### config.mk
export PLATFORM = sky130hd
export DESIGN_NAME = oabs_top
export DESIGN_NICKNAME = d
export VERILOG_FILES = /design/src/core/oabs_pkg.sv /design/src/core/oabs_top.sv /design/src/core/oabs_rst_delay.sv
export SDC_FILE = /design/constraint.sdc
export NUM_CORES = 1
export LEC_CHECK = 0
export BUFFER_PORTS_ARGS = -buffer_cell sky130_fd_sc_hd__buf_2
export CORE_ASPECT_RATIO = 2
export CORE_MARGIN = 4
export CORE_UTILIZATION = 50
export CTS_CLUSTER_DIAMETER = 40
export DETAILED_ROUTE_END_ITERATION = 8
export PLACE_DENSITY = 0.73
export SLEW_MARGIN = 15
export SYNTH_ARGS = -nofsm -noshare
export SYNTH_HDL_FRONTEND = slang
export SYNTH_HIERARCHICAL = 1
export SYNTH_SLANG_ARGS = --single-unit
### constraint.sdc
create_clock -name i_ref_clk -period 4 [get_ports i_ref_clk]
set_input_delay 0 -clock i_ref_clk [delete_from_list [all_inputs] [get_ports i_ref_clk]]
set_output_delay 0 -clock i_ref_clk [all_outputs]
set_load 0.05 [all_outputs]
### src/core/oabs_pkg.sv
// Function
// - Bits 7 to 4 of the second OEM configuration register form the top four bits of the device serial address.
// - A new serial address upper field takes effect from the very next bus access.
// - The second OEM configuration register and the three bias setpoints are reachable only with a valid OEM password.
// - The second OEM configuration register and the bias setpoints are non-volatile across power cycles and resets.
// - In reset mode all three reset-output flags clear a programmed delay after the general output de-asserts.
// - Delay code 000 is zero, 001 is 17.5 ms, 010 is 22.5 ms, 011 is 27.0 ms and 100 is 45 ms.
// - The reset clear delay field defaults to the 22.5 ms code.
// - Every produced delay lies within ten percent of its nominal value.
// - Outside reset mode the reset clear delay field has no effect.
// - With the power control loop on, the signed table offset is added to the selected setpoint and loaded into the bias DAC.
// - In DAC calibration mode a write to the selected bias setpoint updates the bias DAC at once.
// - In DAC calibration mode the table offset is forced to zero.
// - The code driving the bias DAC can always be read back.
`default_nettype none
package oabs_pkg;
	// ********************
	// Register map
	// ********************
	localparam logic [7:0] OABS_ADDR_CFG2 = 8'h02;
	localparam logic [7:0] OABS_ADDR_SET0 = 8'h03;
	localparam logic [7:0] OABS_ADDR_SET1 = 8'h04;
	localparam logic [7:0] OABS_ADDR_SET2 = 8'h05;
	localparam logic [7:0] OABS_ADDR_DACRB = 8'h10;
	localparam int OABS_SADR_MSB = 7;
	localparam int OABS_SADR_LSB = 4;
	localparam int OABS_DLY_MSB = 2;
	localparam logic [7:0] OABS_CFG2_RST = 8'h02;
	localparam logic [7:0] OABS_SET_RST = 8'h00;
	// ********************
	// Timing
	// ********************
	localparam longint OABS_CLK_HZ = 20000000;
	localparam int OABS_DLY1_US = 17500;
	localparam int OABS_DLY2_US = 22500;
	localparam int OABS_DLY3_US = 27000;
	localparam int OABS_DLY4_US = 45000;
	localparam logic [20:0] OABS_CNT1 = 21'(OABS_DLY1_US * OABS_CLK_HZ / 1000000);
	localparam logic [20:0] OABS_CNT2 = 21'(OABS_DLY2_US * OABS_CLK_HZ / 1000000);
	localparam logic [20:0] OABS_CNT3 = 21'(OABS_DLY3_US * OABS_CLK_HZ / 1000000);
	localparam logic [20:0] OABS_CNT4 = 21'(OABS_DLY4_US * OABS_CLK_HZ / 1000000);
endpackage
`default_nettype wire

### src/core/oabs_top.sv
`timescale 1ns/1ps
`default_nettype none
module oabs_top
	import oabs_pkg::*;
#(
	parameter logic [20:0] P_CNT1 = OABS_CNT1,
	parameter logic [20:0] P_CNT2 = OABS_CNT2,
	parameter logic [20:0] P_CNT3 = OABS_CNT3,
	parameter logic [20:0] P_CNT4 = OABS_CNT4
) (
	// Clock and reset
	input wire logic i_ref_clk,
	input wire logic i_arst_n,
	// Register port from the serial bus engine
	input wire logic i_wr,
	input wire logic i_rd,
	input wire logic [7:0] i_addr,
	input wire logic [7:0] i_wdata,
	input wire logic i_oem_pw_ok,
	output logic [7:0] o_rdata,
	output logic o_rvalid,
	output logic [3:0] o_serial_addr_upper,
	// Non-volatile image loaded after reset
	input wire logic i_nv_load,
	input wire logic [7:0] i_nv_cfg2,
	input wire logic [7:0] i_nv_set0,
	input wire logic [7:0] i_nv_set1,
	input wire logic [7:0] i_nv_set2,
	output logic o_nv_wr,
	output logic [7:0] o_nv_addr,
	output logic [7:0] o_nv_data,
	// Reset output control
	input wire logic i_reset_mode,
	input wire logic i_general_purpose_output,
	input wire logic [2:0] i_reset_out_flags_set,
	output logic [2:0] o_reset_out_flags,
	// Bias path
	input wire logic i_power_control_loop,
	input wire logic i_dac_cal_mode,
	input wire logic [1:0] i_bias_sel,
	input wire logic [7:0] i_bias_comp_table,
	output logic [7:0] o_bias_dac
);
	// ********************
	// Storage
	// ********************
	logic [7:0] oem_config_two;
	logic [7:0] bias_setpoint [3];
	logic gpo_s1, gpo_s2, gpo_s3;
	logic clear;
	logic wr_ok;
	logic [9:0] sum;
	logic [7:0] sel_sp;
	logic [7:0] next_dac;

	// Password gates every access to this bank.
	assign wr_ok = i_wr && i_oem_pw_ok;
	always_ff @(posedge i_ref_clk or negedge i_arst_n) begin
		if (!i_arst_n) begin
			oem_config_two <= OABS_CFG2_RST;
		end else if (i_nv_load) begin
			oem_config_two <= i_nv_cfg2;
		end else if (wr_ok && i_addr == OABS_ADDR_CFG2) begin
			oem_config_two <= i_wdata;
		end
	end
	// The engine compares against this from the next access on.
	assign o_serial_addr_upper =
		oem_config_two[OABS_SADR_MSB:OABS_SADR_LSB];
	genvar g;
	generate
		for (g = 0; g < 3; g++) begin : g_sp
			always_ff @(posedge i_ref_clk or negedge i_arst_n) begin
				if (!i_arst_n) begin
					bias_setpoint[g] <= OABS_SET_RST;
				end else if (i_nv_load) begin
					bias_setpoint[g] <= (g == 0) ? i_nv_set0 :
						(g == 1) ? i_nv_set1 : i_nv_set2;
				end else if (wr_ok && i_addr == OABS_ADDR_SET0 + 8'(g)) begin
					bias_setpoint[g] <= i_wdata;
				end
			end
		end
	endgenerate
	// Writes are mirrored to the non-volatile store so they survive resets.
	always_ff @(posedge i_ref_clk or negedge i_arst_n) begin
		if (!i_arst_n) begin
			o_nv_wr <= 1'b0;
			o_nv_addr <= 8'h00;
			o_nv_data <= 8'h00;
		end else begin
			o_nv_wr <= wr_ok && i_addr >= OABS_ADDR_CFG2 &&
				i_addr <= OABS_ADDR_SET2;
			o_nv_addr <= i_addr;
			o_nv_data <= i_wdata;
		end
	end
	// ********************
	// Read port
	// ********************
	always_ff @(posedge i_ref_clk or negedge i_arst_n) begin
		if (!i_arst_n) begin
			o_rdata <= 8'h00;
			o_rvalid <= 1'b0;
		end else begin
			o_rvalid <= i_rd;
			o_rdata <= 8'h00;
			if (i_rd && i_addr == OABS_ADDR_DACRB) begin
				o_rdata <= o_bias_dac;
			end else if (i_rd && i_oem_pw_ok) begin
				unique case (i_addr)
					OABS_ADDR_CFG2: o_rdata <= {oem_config_two[7:4], 1'b0,
						oem_config_two[2:0]};
					OABS_ADDR_SET0: o_rdata <= bias_setpoint[0];
					OABS_ADDR_SET1: o_rdata <= bias_setpoint[1];
					OABS_ADDR_SET2: o_rdata <= bias_setpoint[2];
					default: o_rdata <= 8'h00;
				endcase
			end
		end
	end
	// ********************
	// Bias DAC
	// ********************
	// Code 3 of the selector is unused and falls back to setpoint 0.
	assign sel_sp = (i_bias_sel == 2'h1) ? bias_setpoint[1] :
		(i_bias_sel == 2'h2) ? bias_setpoint[2] : bias_setpoint[0];
	always_comb begin
		if (i_dac_cal_mode) begin
			sum = {2'b00, sel_sp};
		end else begin
			sum = {2'b00, sel_sp} + {{2{i_bias_comp_table[7]}},
				i_bias_comp_table};
		end
		if (sum[9]) begin
			next_dac = 8'h00;
		end else if (sum[8]) begin
			next_dac = 8'hff;
		end else begin
			next_dac = sum[7:0];
		end
	end
	// Setpoint registers change by a write or an NV load; in cal or loop mode the DAC follows next edge.
	always_ff @(posedge i_ref_clk or negedge i_arst_n) begin
		if (!i_arst_n) begin
			o_bias_dac <= 8'h00;
		end else if (i_dac_cal_mode || i_power_control_loop) begin
			o_bias_dac <= next_dac;
		end
	end
	// ********************
	// Reset output flags
	// ********************
	always_ff @(posedge i_ref_clk or negedge i_arst_n) begin
		if (!i_arst_n) begin
			gpo_s1 <= 1'b0;
			gpo_s2 <= 1'b0;
			gpo_s3 <= 1'b0;
		end else begin
			gpo_s1 <= i_general_purpose_output;
			gpo_s2 <= gpo_s1;
			gpo_s3 <= gpo_s2;
		end
	end
	oabs_rst_delay #(
		.P_CNT1(P_CNT1),
		.P_CNT2(P_CNT2),
		.P_CNT3(P_CNT3),
		.P_CNT4(P_CNT4)
	) u_dly (
		.i_ref_clk(i_ref_clk),
		.i_arst_n(i_arst_n),
		.i_reset_mode(i_reset_mode),
		.i_gpo_fall(gpo_s3 && !gpo_s2),
		.i_reset_clear_delay(oem_config_two[OABS_DLY_MSB:0]),
		.o_clear(clear)
	);
	// A new set wins over the delayed clear.
	always_ff @(posedge i_ref_clk or negedge i_arst_n) begin
		if (!i_arst_n) begin
			o_reset_out_flags <= 3'h0;
		end else begin
			o_reset_out_flags <= (clear ? 3'h0 : o_reset_out_flags) |
				i_reset_out_flags_set;
		end
	end
endmodule
`default_nettype wire

### src/core/oabs_rst_delay.sv
`timescale 1ns/1ps
`default_nettype none
module oabs_rst_delay
	import oabs_pkg::*;
#(
	parameter logic [20:0] P_CNT1 = OABS_CNT1,
	parameter logic [20:0] P_CNT2 = OABS_CNT2,
	parameter logic [20:0] P_CNT3 = OABS_CNT3,
	parameter logic [20:0] P_CNT4 = OABS_CNT4
) (
	// Clock and reset
	input wire logic i_ref_clk,
	input wire logic i_arst_n,
	// Control
	input wire logic i_reset_mode,
	input wire logic i_gpo_fall,
	input wire logic [2:0] i_reset_clear_delay,
	// Result
	output logic o_clear
);
	logic [20:0] cnt;
	logic busy;
	logic [20:0] load;
	// Codes above 100 are undefined; they clear at once like 000.
	always_comb begin
		unique case (i_reset_clear_delay)
			3'h1: load = P_CNT1;
			3'h2: load = P_CNT2;
			3'h3: load = P_CNT3;
			3'h4: load = P_CNT4;
			default: load = 21'h0;
		endcase
	end
	always_ff @(posedge i_ref_clk or negedge i_arst_n) begin
		if (!i_arst_n) begin
			cnt <= 21'h0;
			busy <= 1'b0;
			o_clear <= 1'b0;
		end else begin
			o_clear <= 1'b0;
			if (!i_reset_mode) begin
				busy <= 1'b0;
			end else if (i_gpo_fall) begin
				if (load == 21'h0) begin
					o_clear <= 1'b1;
					busy <= 1'b0;
				end else begin
					cnt <= load - 21'h1;
					busy <= 1'b1;
				end
			end else if (busy) begin
				if (cnt == 21'h0) begin
					o_clear <= 1'b1;
					busy <= 1'b0;
				end else begin
					cnt <= cnt - 21'h1;
				end
			end
		end
	end
endmodule
`default_nettype wire

## Word-level counts from Yosys, hierarchy flattened

Cells that the tools add are included.

| storage, ports and cells | value |
|---|---|
| register bits | 95 |
| bits in latches | 0 |
| memory bits (writable) | 0 |
| memory bits (read-only) | 0 |
| bits of input ports | 71 |
| memories | 0 |

| operators by class | value |
|---|---|
| $add $sub $neg | 3 |
| multipliers | 0 |
| div/mod/pow operators | 0 |
| $lt $le $gt $ge | 2 |
| equal/unequal tests | 13 |
| shifts and indexed selects | 0 |
| muxes and demuxes | 32 |
| bitwise gates (word level) | 1 |
| reductions and logical operators | 20 |

Operators with widths:

| operator | number |
|---|---|
| $mux W8 | 14 |
| $mux W21 | 4 |
| $pmux W20 S4 | 1 |
| $logic_not A21 Y1 | 2 |
| $pmux W8 S4 | 1 |
| $sub A20 B1 Y21 const B | 1 |
| $sub A21 B1 Y21 const B | 1 |
| $eq A8 B2 Y1 const B | 2 |
| $eq A8 B3 Y1 const B | 2 |
| $add A9 B8 Y10 | 1 |
| $logic_and A1 B1 Y1 | 10 |
| $mux W1 | 10 |
| $mux W10 | 1 |
| $reduce_bool A2 Y1 | 5 |
| $eq A8 B5 Y1 const B | 1 |
| $ge A8 B2 Y1 const B | 1 |
| $le A8 B3 Y1 const B | 1 |
| $eq A3 B2 Y1 const B | 2 |
| $reduce_and A4 Y1 | 1 |
| $eq A3 B1 Y1 const B | 1 |
| $eq A3 B3 Y1 const B | 1 |
| $mux W3 | 1 |
| $or A3 B3 Y3 | 1 |
| $eq A2 B1 Y1 const B | 1 |
| other kinds (5) | 5 |

## Longest topological paths before layout

Gate-level depths: netlist of the first run.

| logic depth | value |
|---|---|
| word-level depth | 7 |
| mapped depth | 12 |

## Modules after synthesis

Netlist of the first run, hierarchy kept.

By module, submodules not included:

| module | instances | cells each | area an instance (µm²) | seq. area each (µm²) |
|---|---|---|---|---|
| oabs_top | 1 | 366 | 3728.6 | 1778.0 |
| oabs_rst_delay | 1 | 207 | 1764.2 | 575.6 |

## Least setup slack after synthesis of the first run

OpenSTA, ideal clock, no wires.

| timing path | value |
|---|---|
| path type | register to register |
| from | register bias_setpoint[16] in the netlist's numbering |
| to | register o_bias_dac[6] |
| library setup time | 0.133 ns |
| data arrival time | 2.518 ns |
| data required time | 3.867 ns |
| slack | 1.350 ns |
| cell stages (with the launch flop) | 11 |
| period minus slack after synthesis | 2.650 ns |
| path through | dfrtp_1 nor2b_1 a211oi_1 a21oi_1 ha_1 fa_1 a211oi_1 o21a_1 o211ai_1 a211oi_1 a221oi_2 |

| on the way | value |
|---|---|
| word-level cells in the longest chain between the ends | 6 |

RTL lines:

| item | line | text |
|---|---|---|
| from (decl) | oabs_top.sv:48 | `logic [7:0] bias_setpoint [3];` |
| from (signal, indexed assignment) | oabs_top.sv:77 | `bias_setpoint[g] <= (g == 0) ? i_nv_set0 :` |
| from (signal, indexed assignment) | oabs_top.sv:80 | `bias_setpoint[g] <= i_wdata;` |
| $mux W8 * | oabs_top.sv:127 | `(i_bias_sel == 2'h2) ? bias_setpoint[2] : bias_setpoint[0];` |
| $mux W8 * | oabs_top.sv:126 | `assign sel_sp = (i_bias_sel == 2'h1) ? bias_setpoint[1] :` |
| $add A9 B8 Y10 * | oabs_top.sv:132 | `sum = {2'b00, sel_sp} + {{2{i_bias_comp_table[7]}},` |
| $mux W10 * | oabs_top.sv:129 | `if (i_dac_cal_mode) begin` |
| $mux W8 | oabs_top.sv:137 | `end else if (sum[8]) begin` |
| $mux W8 * | oabs_top.sv:135 | `if (sum[9]) begin` |
| to (signal assigned) | oabs_top.sv:148 | `o_bias_dac <= next_dac;` |
| to (decl) | oabs_top.sv:42 | `output logic [7:0] o_bias_dac` |

Mark *: on every way between the ends. The rest lies on a longest branch, timed or not.
A chain may end at the register's enable or synchronous reset.

## Final worst setup path of the first run

Ends and elaborated chain as after synthesis.

==> impl_metrics.tcl, run 1 <==
set metrics [dict create \
    start_util_pct 51.8 \
    core-area_um2 10600 \
    viasPerCell 6.02 \
    cts_sinks 94 \
    cts_made_buffers 9 \
    relSlewSlack_pct 40.6 \
    overflow 0 \
    synth.area.top_cells "dfrtp_1, mux2i_1, a21oi_1, o21ai_0, nand2_1" \
    syn_inst 573 \
    grtUsageTotal_pct 27.4 \
    worstSetupPathType "reg2reg" \
    fin_util_pct 65.2 \
    worst_clock_skew_ns 0.0131 \
    drtIter0Drc 324 \
    grt_pass1_vias 5437 \
    postCtsSetupRepairBufs 0 \
    p_per_area_nw_per_um2 443 \
    rows 53 \
    io_buffers 110 \
    rsz0062_at_grt "false" \
    crit_path_max_fanout 7 \
    drt-total-wl_mm 16.5 \
    max-cap-violations 0 \
    tns_ns 0 \
    drv_slew 0 \
    area_growth_syn_to_layout_pct 26.0 \
    postRouteAntennaNets 0 \
    die_area_um2 12800 \
    place_area_um2 6070 \
    wire_per_inst_um 19.2 \
    cts_tree "done" \
    status "finished clean" \
    synth_common_cells "dfrtp_1, a21oi_1, nand2_1" \
    io_pins 112 \
    clockRootBuffer "clkbuf_16" \
    worst_pin_slew_ns 0.891 \
    cts_max_level 3 \
    fin_crit_ns 3.09 \
    synth_area_leader_cell "dfrtp_1" \
    antennaDiodeCount 0 \
    synth.net_count 655 \
    critPathRequiredTime_ns 4.23 \
    yosysUniqueCellTypes 75 \
    ir_drop_mv 0.258 \
    hpwl_mm 11.9 \
    arrival_ns 3.32 \
    synth-main-ff-cell "dfrtp_1" \
    finalHoldViolations 0 \
    yosysWarnings 6 \
    syn_avg_cell_area_um2 9.59 \
    first_pass_iters 5 \
    antenna_found_initial 0 \
    cts.reportedPaths.clkPinSlew_ns 0.07 \
    drc 0 \
    synth-edff-count 0 \
    synth.top_cell.area_share_pct 42.4 \
    final_area_um2 6920 \
    die_h_um 156 \
    cp-end-kind "flop" \
    clk_path_buf_depth 2 \
    finalSetupViolations 0 \
    die_w_um 82.1 \
    grt_pass1_wl_mm 26.7 \
    async_flop_share_pct 100 \
    grt_start_max_net_pins 57 \
    fin_nets 799 \
    fin_hold_ws_ns 0.0109 \
    hold_class "in2reg" \
    clock_latency_ns 0.35 \
    fmaxAchievable_mhz 324 \
    yosysSeqAreaShare_pct 42.8 \
    ys_ff_latch 94 \
    drive_gt1_share_pct 21.7 \
    p_leak_nw 3.03 \
    period_share_pct 77.3 \
    route.vias.total 5171 \
    syn_area_um2 5490 \
    gp_congestion 0.919 \
    synth.most_common_cell "dfrtp_1" \
    worst_setup_path_start_kind "flop" \
]
-- worst paths after layout --
path                                               start  cells past startpoint                              to  slack [ns]
setup / recovery           bias_setpoint[16]$_DFFE_PN0P_                     10       o_bias_dac[6]$_DFFE_PN0P_        0.91
hold / removal                              i_nv_set1[2]                      3   bias_setpoint[10]$_DFFE_PN0P_        0.01
setup reg to reg           bias_setpoint[16]$_DFFE_PN0P_                     10       o_bias_dac[6]$_DFFE_PN0P_        0.91
hold reg to reg                         gpo_s1$_DFF_PN0_                      0                gpo_s2$_DFF_PN0_        0.36
max in group asynchronous                       i_arst_n                      3       u_dly/cnt[20]$_DFFE_PN0P_        2.77
min in group asynchronous                       i_arst_n                      2  o_reset_out_flags[0]$_DFF_PN0_        0.24
-- stage by stage --
step           power (W)  worst slack (ns)  instances
6_report         0.00307             0.910        859
5_1_grt          0.00324             0.730        859
4_1_cts          0.00307             0.959        859
3_5_place_dp     0.00212             0.989        790
3_3_place_gp     0.00209              1.07        790
2_1_floorplan    0.00187              1.35        573
-- report_power, final --
part / switching, W / total [W] / internal [W]
clock network: 0.000405 / 0.000905 / 0.000500
logic: 0.000572 / 0.000921 / 0.000348
registers: 0.000160 / 0.00124 / 0.00108
-- cell type report --
cell class	count	area, µm²
fillers	865	3690
multi-input cells	435	2930
flip-flops and latches	94	2350
repair buffers	167	1110
clock buffers	9	225
well taps	137	171
clock inverters	7	87.6
inverters	10	37.5
-- layer usage --
metal  wire length [µm]  global-route usage, %  share of wire, %
met5                  0                      0                 0
met4                998                   17.4               6.0
met3                801                   3.80               4.9
met2               9060                   48.9                55
met1               5650                   29.2                34
-- timing repair --
action                    CTS  global route
resized for setup           0             0
hold endpoints to repair  106             0
hold buffers               53             0
-- worst max-delay path, cell delays in order, from the launching register on --
cell and delay (ns):
dfrtp_1 0.41, nor2b_1 0.14, a211oi_1 0.24, a21oi_1 0.10, ha_1 0.27, fa_1 0.44
a211oi_1 0.45, o21a_1 0.21, o211ai_1 0.25, a211oi_1 0.36, a221oi_2 0.10
-- cells in the final DEF (no fill, tap or decap), types with 3 or more instances in the layout --
cell type / count
buf_2: 109
dfrtp_1: 93
dlygate4sd3_1: 53
a21oi_1: 49
nand2_1: 48
o21ai_0: 40
nor2_1: 32
mux2i_1: 26
nor2b_1: 20
a22o_1: 18
o21ai_1: 18
a21o_1: 15
nor3_1: 14
a211oi_1: 13
nand3_1: 12
ha_1: 10
inv_1: 9
xor2_1: 9
clkbuf_16: 9
and3_1: 7
xnor2_1: 7
nor4_1: 6
o211ai_1: 6
nand2b_1: 5
buf_4: 5
o22ai_1: 4
a32oi_1: 4
o21a_1: 4
a221oi_2: 4
or3_1: 4
a21boi_0: 3
a41oi_1: 3
nand4_1: 3
-- kinds of logic after synthesis --
kind of cell / after synthesis / share of synthesized area, %
XOR/XNOR: 16 / 2.55
adder cells (fa/ha/maj): 11 / 2.64
buffers and inverters: 44 / 3.96
flip-flops: 94 / 42.8
multiplexers: 27 / 5.01
AND/OR/NAND/NOR: 169 / 16.2
AO/OA/AOI/OAI: 212 / 26.8
-- sequential cells by signal (all words and copies together) (netlist names) --
signal,count
oem_config_two,7
o_nv_addr,8
gpo_s3,1
o_reset_out_flags,3
u_dly/busy,1
u_dly/o_clear,1
u_dly/cnt,21
o_nv_wr,1
o_nv_data,8
gpo_s1,1
gpo_s2,1
o_rdata,8
o_bias_dac,8
bias_setpoint,24
o_rvalid,1
Note: power is estimated with default switching activity, not from simulation.
==> run 2, diff against run 1 <==
Clock period 4 ns to 3.2 ns, I/O delays scaled along.
==> run 2 against run 1 <==
- cell area hardly changed
- worst setup slack worse by 0.60 ns
- largest cell class unchanged
- sequential share of layout area barely moved
==> impl_metrics.tcl, run 2 (synthesized netlist as in run 1, its figures left out) <==
set metrics [dict create \
    status "finished clean" \
    p_comb_share_pct 31.1 \
    relSlewSlack_pct 19.4 \
    drc 0 \
    layout_common_cells "buf_2, dfrtp_1, dlygate4sd3_1" \
    clock_latency_ns 0.35 \
    cp-end-kind "flop" \
    cts_made_buffers 9 \
    cts_max_level 3 \
    finalSetupViolations 0 \
    core-area_um2 10600 \
    postRouteAntennaNets 0 \
    start_util_pct 51.8 \
    die_area_um2 12800 \
    cts.reportedPaths.clkPinSlew_ns 0.07 \
    drt-total-wl_mm 17.0 \
    pre_cts_ws_ns 0.213 \
    grt_pass1_wl_mm 26.3 \
    grtUsageTotal_pct 27.1 \
    grt_pass1_vias 5318 \
    worstSetupPathType "reg2reg" \
    p_per_area_nw_per_um2 545 \
    drtIter0Drc 238 \
    worst_clock_skew_ns 0.0110 \
    setup_slack_ns 0.310 \
    fmaxAchievable_mhz 346 \
    drv_slew 0 \
    dp_cells 793 \
    area_growth_syn_to_layout_pct 26.1 \
    crit_path_max_fanout 7 \
    finalHoldViolations 0 \
    worst_setup_path_start_kind "flop" \
    p_sw_w 0.00143 \
    clockRootBuffer "clkbuf_16" \
    fin_nets 802 \
    viasPerCell 6.05 \
    fillers 866 \
    mostFrequentLayoutCell "buf_2" \
    top_regs "bias_setpoint (24), u_dly/cnt (21)" \
    hpwl_mm 12.2 \
    antenna_found_initial 1 \
    cts_sinks 94 \
    io_pins 112 \
    power.internal_w 0.00235 \
    drive_gt1_share_pct 22.1 \
    clk_path_buf_depth 2 \
    arrival_ns 3.11 \
    p_leak_nw 3.03 \
    seqPwrFrac_pct 41.1 \
    route.vias.total 5225 \
    cts_tree "done" \
    power.share.clock_pct 27.9 \
    grt_start_max_net_pins 73 \
    first_pass_iters 5 \
    largest_reg_flops 24 \
    ir_drop_mv 0.379 \
    io_buffers 110 \
    die_w_um 82.1 \
    fin_crit_ns 2.89 \
    critPathRequiredTime_ns 3.42 \
    overflow 0 \
    postCtsSetupRepairBufs 0 \
    die_h_um 156 \
    worst_pin_slew_ns 1.21 \
    period_share_pct 90.3 \
    rows 53 \
    gp_congestion 0.916 \
    rsz0062_at_grt "false" \
    max-cap-violations 0 \
    fin_cells 863 \
    tns_ns 0 \
    wire_per_inst_um 19.7 \
    sw_frac_of_total_pct 37.8 \
    top_register "bias_setpoint" \
    hold_class "in2reg" \
]
-- run 2: critical path, stage by stage (launching register included) --
cell,delay (ns)
dfrtp_1,0.40
nor2b_1,0.14
a211oi_1,0.24
a21oi_1,0.10
ha_1,0.27
fa_1,0.44
a211oi_2,0.31
o21a_1,0.18
o211ai_1,0.25
a211oi_1,0.35
a221oi_2,0.09
-- run 2: final timing paths --
check	startpoint	endpoint	slack (ns)	cells past startpoint
worst min-delay path	i_nv_set1[2]	bias_setpoint[10]$_DFFE_PN0P_	0.02	3
min in group asynchronous	i_arst_n	bias_setpoint[2]$_DFFE_PN0P_	0.32	2
worst max-delay path	bias_setpoint[16]$_DFFE_PN0P_	o_bias_dac[6]$_DFFE_PN0P_	0.31	10
worst min register to register	gpo_s1$_DFF_PN0_	gpo_s2$_DFF_PN0_	0.36	0
worst max register to register	bias_setpoint[16]$_DFFE_PN0P_	o_bias_dac[6]$_DFFE_PN0P_	0.31	10
max in group asynchronous	i_arst_n	o_reset_out_flags[2]$_DFF_PN0_	2.04	3
-- run 2: area by class of cell --
class                           count  area (µm²)  area share, %
Inverter                           10        37.5          0.542
Sequential cell                    94        2350           34.0
Clock inverter                      6        51.3          0.741
Antenna cell                        1        2.50         0.0361
Tap cell                          137         171           2.47
Clock buffer                       10         239           3.45
Timing Repair Buffer              170        1140           16.4
Multi-Input combinational cell    435        2940           42.4
-- run 2: through the flow --
| stage | utilization (%) | area, µm² | total power [W] | hold slack (ns) |
|---|---|---|---|---|
| 6_report | 65.3 | 6930 | 0.00378 | 0.0233 |
| 3_5_place_dp | 57.4 | 6090 | 0.00267 | 0.114 |
| 2_1_floorplan | - | 5490 | 0.00233 | -0.296 |
| 4_1_cts | 65.2 | 6910 | 0.00377 | 0.00419 |
| 5_1_grt | 65.3 | 6930 | 0.00396 | 0.0173 |
| 3_3_place_gp | 57.4 | 6090 | 0.00263 | 0.112 |
-- run 2: power groups by stage --
stage,Sequential [W],Clock [W],Combinational (W)
finish,0.00155,0.00105,0.00117
global route,0.00157,0.00112,0.00127
CTS,0.00155,0.00106,0.00116
detailed placement,0.00157,0,0.00110
global placement,0.00156,0,0.00107
floorplan,0.00161,0,0.000721
-- run 2: timing repair --
item | in CTS | in global routing
endpoints found under the setup margin | 0 | 3
resized for setup | 0 | 1
hold buffers | 53 | 0
hold endpoints to repair | 122 | 0
-- run 2: routing by layer --
metal / part of all wire, % / vias to the layer above / track usage [%] / routed length, µm
met5: 0 / - / 0 / 0
met4: 5.8 / 0 / 16.1 / 993
met3: 4.4 / 52 / 3.97 / 746
met2: 55 / 194 / 48.7 / 9300
met1: 35 / 2546 / 28.7 / 5990
li1: - / 2433 / - / -
==> run 3, diff against run 2 <==
Clock period 3.2 ns to 3.25 ns, I/O delays scaled along.
==> run 3 against run 2 <==
- die area stayed put
- clock skew down 0.0013 ns
- non-clock buffer count unchanged
- clock power rose by 4%
- fmax shrank 1.1%
- total power is 0.28% lower
- sequential power barely moved
- critical path depth unchanged
- first-iteration DRC count up 30%
- critical path type unchanged
- largest power group unchanged
==> impl_metrics.tcl, run 3 (synthesized netlist as in run 1, its figures left out) <==
set metrics [dict create \
    fillers 875 \
    wire_per_inst_um 19.8 \
    cts_max_level 3 \
    layout_common_cells "buf_2, dfrtp_1, dlygate4sd3_1" \
    cp-end-kind "flop" \
    seqPwrFrac_pct 40.4 \
    crit_family "compound AO/OA/AOI/OAI gates" \
    fin_hold_ws_ns 0.0177 \
    drt-total-wl_mm 17.1 \
    grt_start_max_net_pins 52 \
    largest_reg_flops 24 \
    rsz0062_at_grt "false" \
    multi_input_area_um2 2940 \
    hold_class "in2reg" \
    antenna_found_initial 0 \
    io_buffers 110 \
    grtUsageTotal_pct 27.8 \
    crit_path_max_fanout 7 \
    clk_path_buf_depth 2 \
    p_comb_share_pct 30.6 \
    first_pass_iters 5 \
    p_leak_nw 3.04 \
    p_sw_w 0.00140 \
    drive_gt1_share_pct 22.1 \
    top_regs "bias_setpoint (24), u_dly/cnt (21)" \
    seqCellArea_um2 2350 \
    power.share.clock_pct 29.0 \
    overflow 0 \
    cts_tree "done" \
    cpMaxStageDelayCell "fa_1" \
    max-cap-violations 0 \
    start_util_pct 51.8 \
    power.internal_w 0.00237 \
    finalHoldViolations 0 \
    cts.reportedPaths.clkPinSlew_ns 0.07 \
    worstSetupPathType "reg2reg" \
    hpwl_mm 12.4 \
    rows 53 \
    worst_clock_skew_ns 0.00972 \
    top_register "bias_setpoint" \
    arrival_ns 3.14 \
    crit_path_frequent_cell "a211oi_1" \
    die_h_um 156 \
    period_share_pct 89.9 \
    fin_crit_ns 2.92 \
    critPathRequiredTime_ns 3.47 \
    drtIter0Drc 309 \
    io_pins 112 \
    drv_slew 0 \
    grt_pass1_wl_mm 26.9 \
    area_growth_syn_to_layout_pct 26.4 \
    fin_nets 802 \
    cp_num_buf_inv 0 \
    cts_made_buffers 9 \
    antennaDiodeCount 0 \
    crit_chain "nor2b_1 -> a211oi_1 -> a21oi_1 -> ha_1 -> fa_1 -> a211oi_2 -> o21a_1 -> o211ai_1 -> a211oi_1 -> a221oi_2" \
    cts_sinks 94 \
    drc 0 \
    worst_pin_slew_ns 0.893 \
    grt_pass1_vias 5370 \
    fmaxAchievable_mhz 342 \
    clock_latency_ns 0.35 \
    relSlewSlack_pct 39.9 \
    p_per_area_nw_per_um2 542 \
    postCtsSetupRepairBufs 0 \
    clockRootBuffer "clkbuf_16" \
    die_area_um2 12800 \
    postRouteAntennaNets 0 \
    worst_setup_path_start_kind "flop" \
    gp_congestion 0.928 \
    core-area_um2 10600 \
    viasPerCell 6.09 \
    status "finished clean" \
    finalSetupViolations 0 \
    route.vias.total 5247 \
    die_w_um 82.1 \
    crit_path_max_incr_delay_ns 0.44 \
    mostFrequentLayoutCell "buf_2" \
    sw_frac_of_total_pct 37.1 \
    ir_drop_mv 0.371 \
    tns_ns 0 \
]
-- run 3: stage by stage --
stage / worst slack, ns / cell area (µm²) / total power [W] / std cells / util, %
5_1_grt: 0.129 / 6940 / 0.00396 / 862 / 65.4
4_1_cts: 0.225 / 6930 / 0.00376 / 862 / 65.3
6_report: 0.327 / 6940 / 0.00377 / 862 / 65.4
2_1_floorplan: 0.600 / 5490 / 0.00230 / 573 / -
3_3_place_gp: 0.313 / 6080 / 0.00258 / 792 / 57.3
3_5_place_dp: 0.262 / 6080 / 0.00263 / 792 / 57.3
-- run 3: cell type report --
class / instances / share of cell area [%]
Clock inverter: 7 / 1.14
Multi-Input combinational cell: 435 / 42.3
Clock buffer: 9 / 3.24
Tap cell: 137 / 2.47
Sequential cell: 94 / 33.9
Timing Repair Buffer: 170 / 16.4
Inverter: 10 / 0.541
-- run 3: path summary, 6_finish.rpt --
kind / from / end / cells after the start / slack, ns
worst min-delay path: i_nv_set1[2] / bias_setpoint[10]$_DFFE_PN0P_ / 3 / 0.02
max in group asynchronous: i_arst_n / oem_config_two[1]$_DFFE_PN1P_ / 3 / 2.32
worst max register to register: bias_setpoint[16]$_DFFE_PN0P_ / o_bias_dac[6]$_DFFE_PN0P_ / 10 / 0.33
min in group asynchronous: i_arst_n / gpo_s3$_DFF_PN0_ / 2 / 0.12
worst max-delay path: bias_setpoint[16]$_DFFE_PN0P_ / o_bias_dac[6]$_DFFE_PN0P_ / 10 / 0.33
worst min register to register: gpo_s1$_DFF_PN0_ / gpo_s2$_DFF_PN0_ / 0 / 0.36
-- run 3: worst min-delay path, cell delays in order --
cell,delay (ns)
buf_2,0.08
mux2i_1,0.10
o21ai_0,0.15
-- run 3: layer usage --
| layer | GRT usage, % | vias up | routed length, µm |
|---|---|---|---|
| met5 | 0 | - | 0 |
| met4 | 17.4 | 0 | 1100 |
| met3 | 4.26 | 61 | 704 |
| met2 | 50.9 | 205 | 9490 |
| met1 | 28.1 | 2544 | 5760 |
| li1 | - | 2437 | - |
-- run 3: power groups by stage --
stage	combinational [W]	clock, W	sequential, W
5_1_grt	0.00126	0.00116	0.00154
3_3_place_gp	0.00105	0	0.00153
2_1_floorplan	0.000710	0	0.00159
6_report	0.00115	0.00109	0.00152
3_5_place_dp	0.00109	0	0.00154
4_1_cts	0.00114	0.00110	0.00152
-- run 3: timing repair --
| item | CTS | global route |
|---|---|---|
| hold endpoints to repair | 83 | 0 |
| hold buffers | 54 | 0 |
| resized for setup | 0 | 1 |
| endpoints found under the setup margin | 0 | 2 |
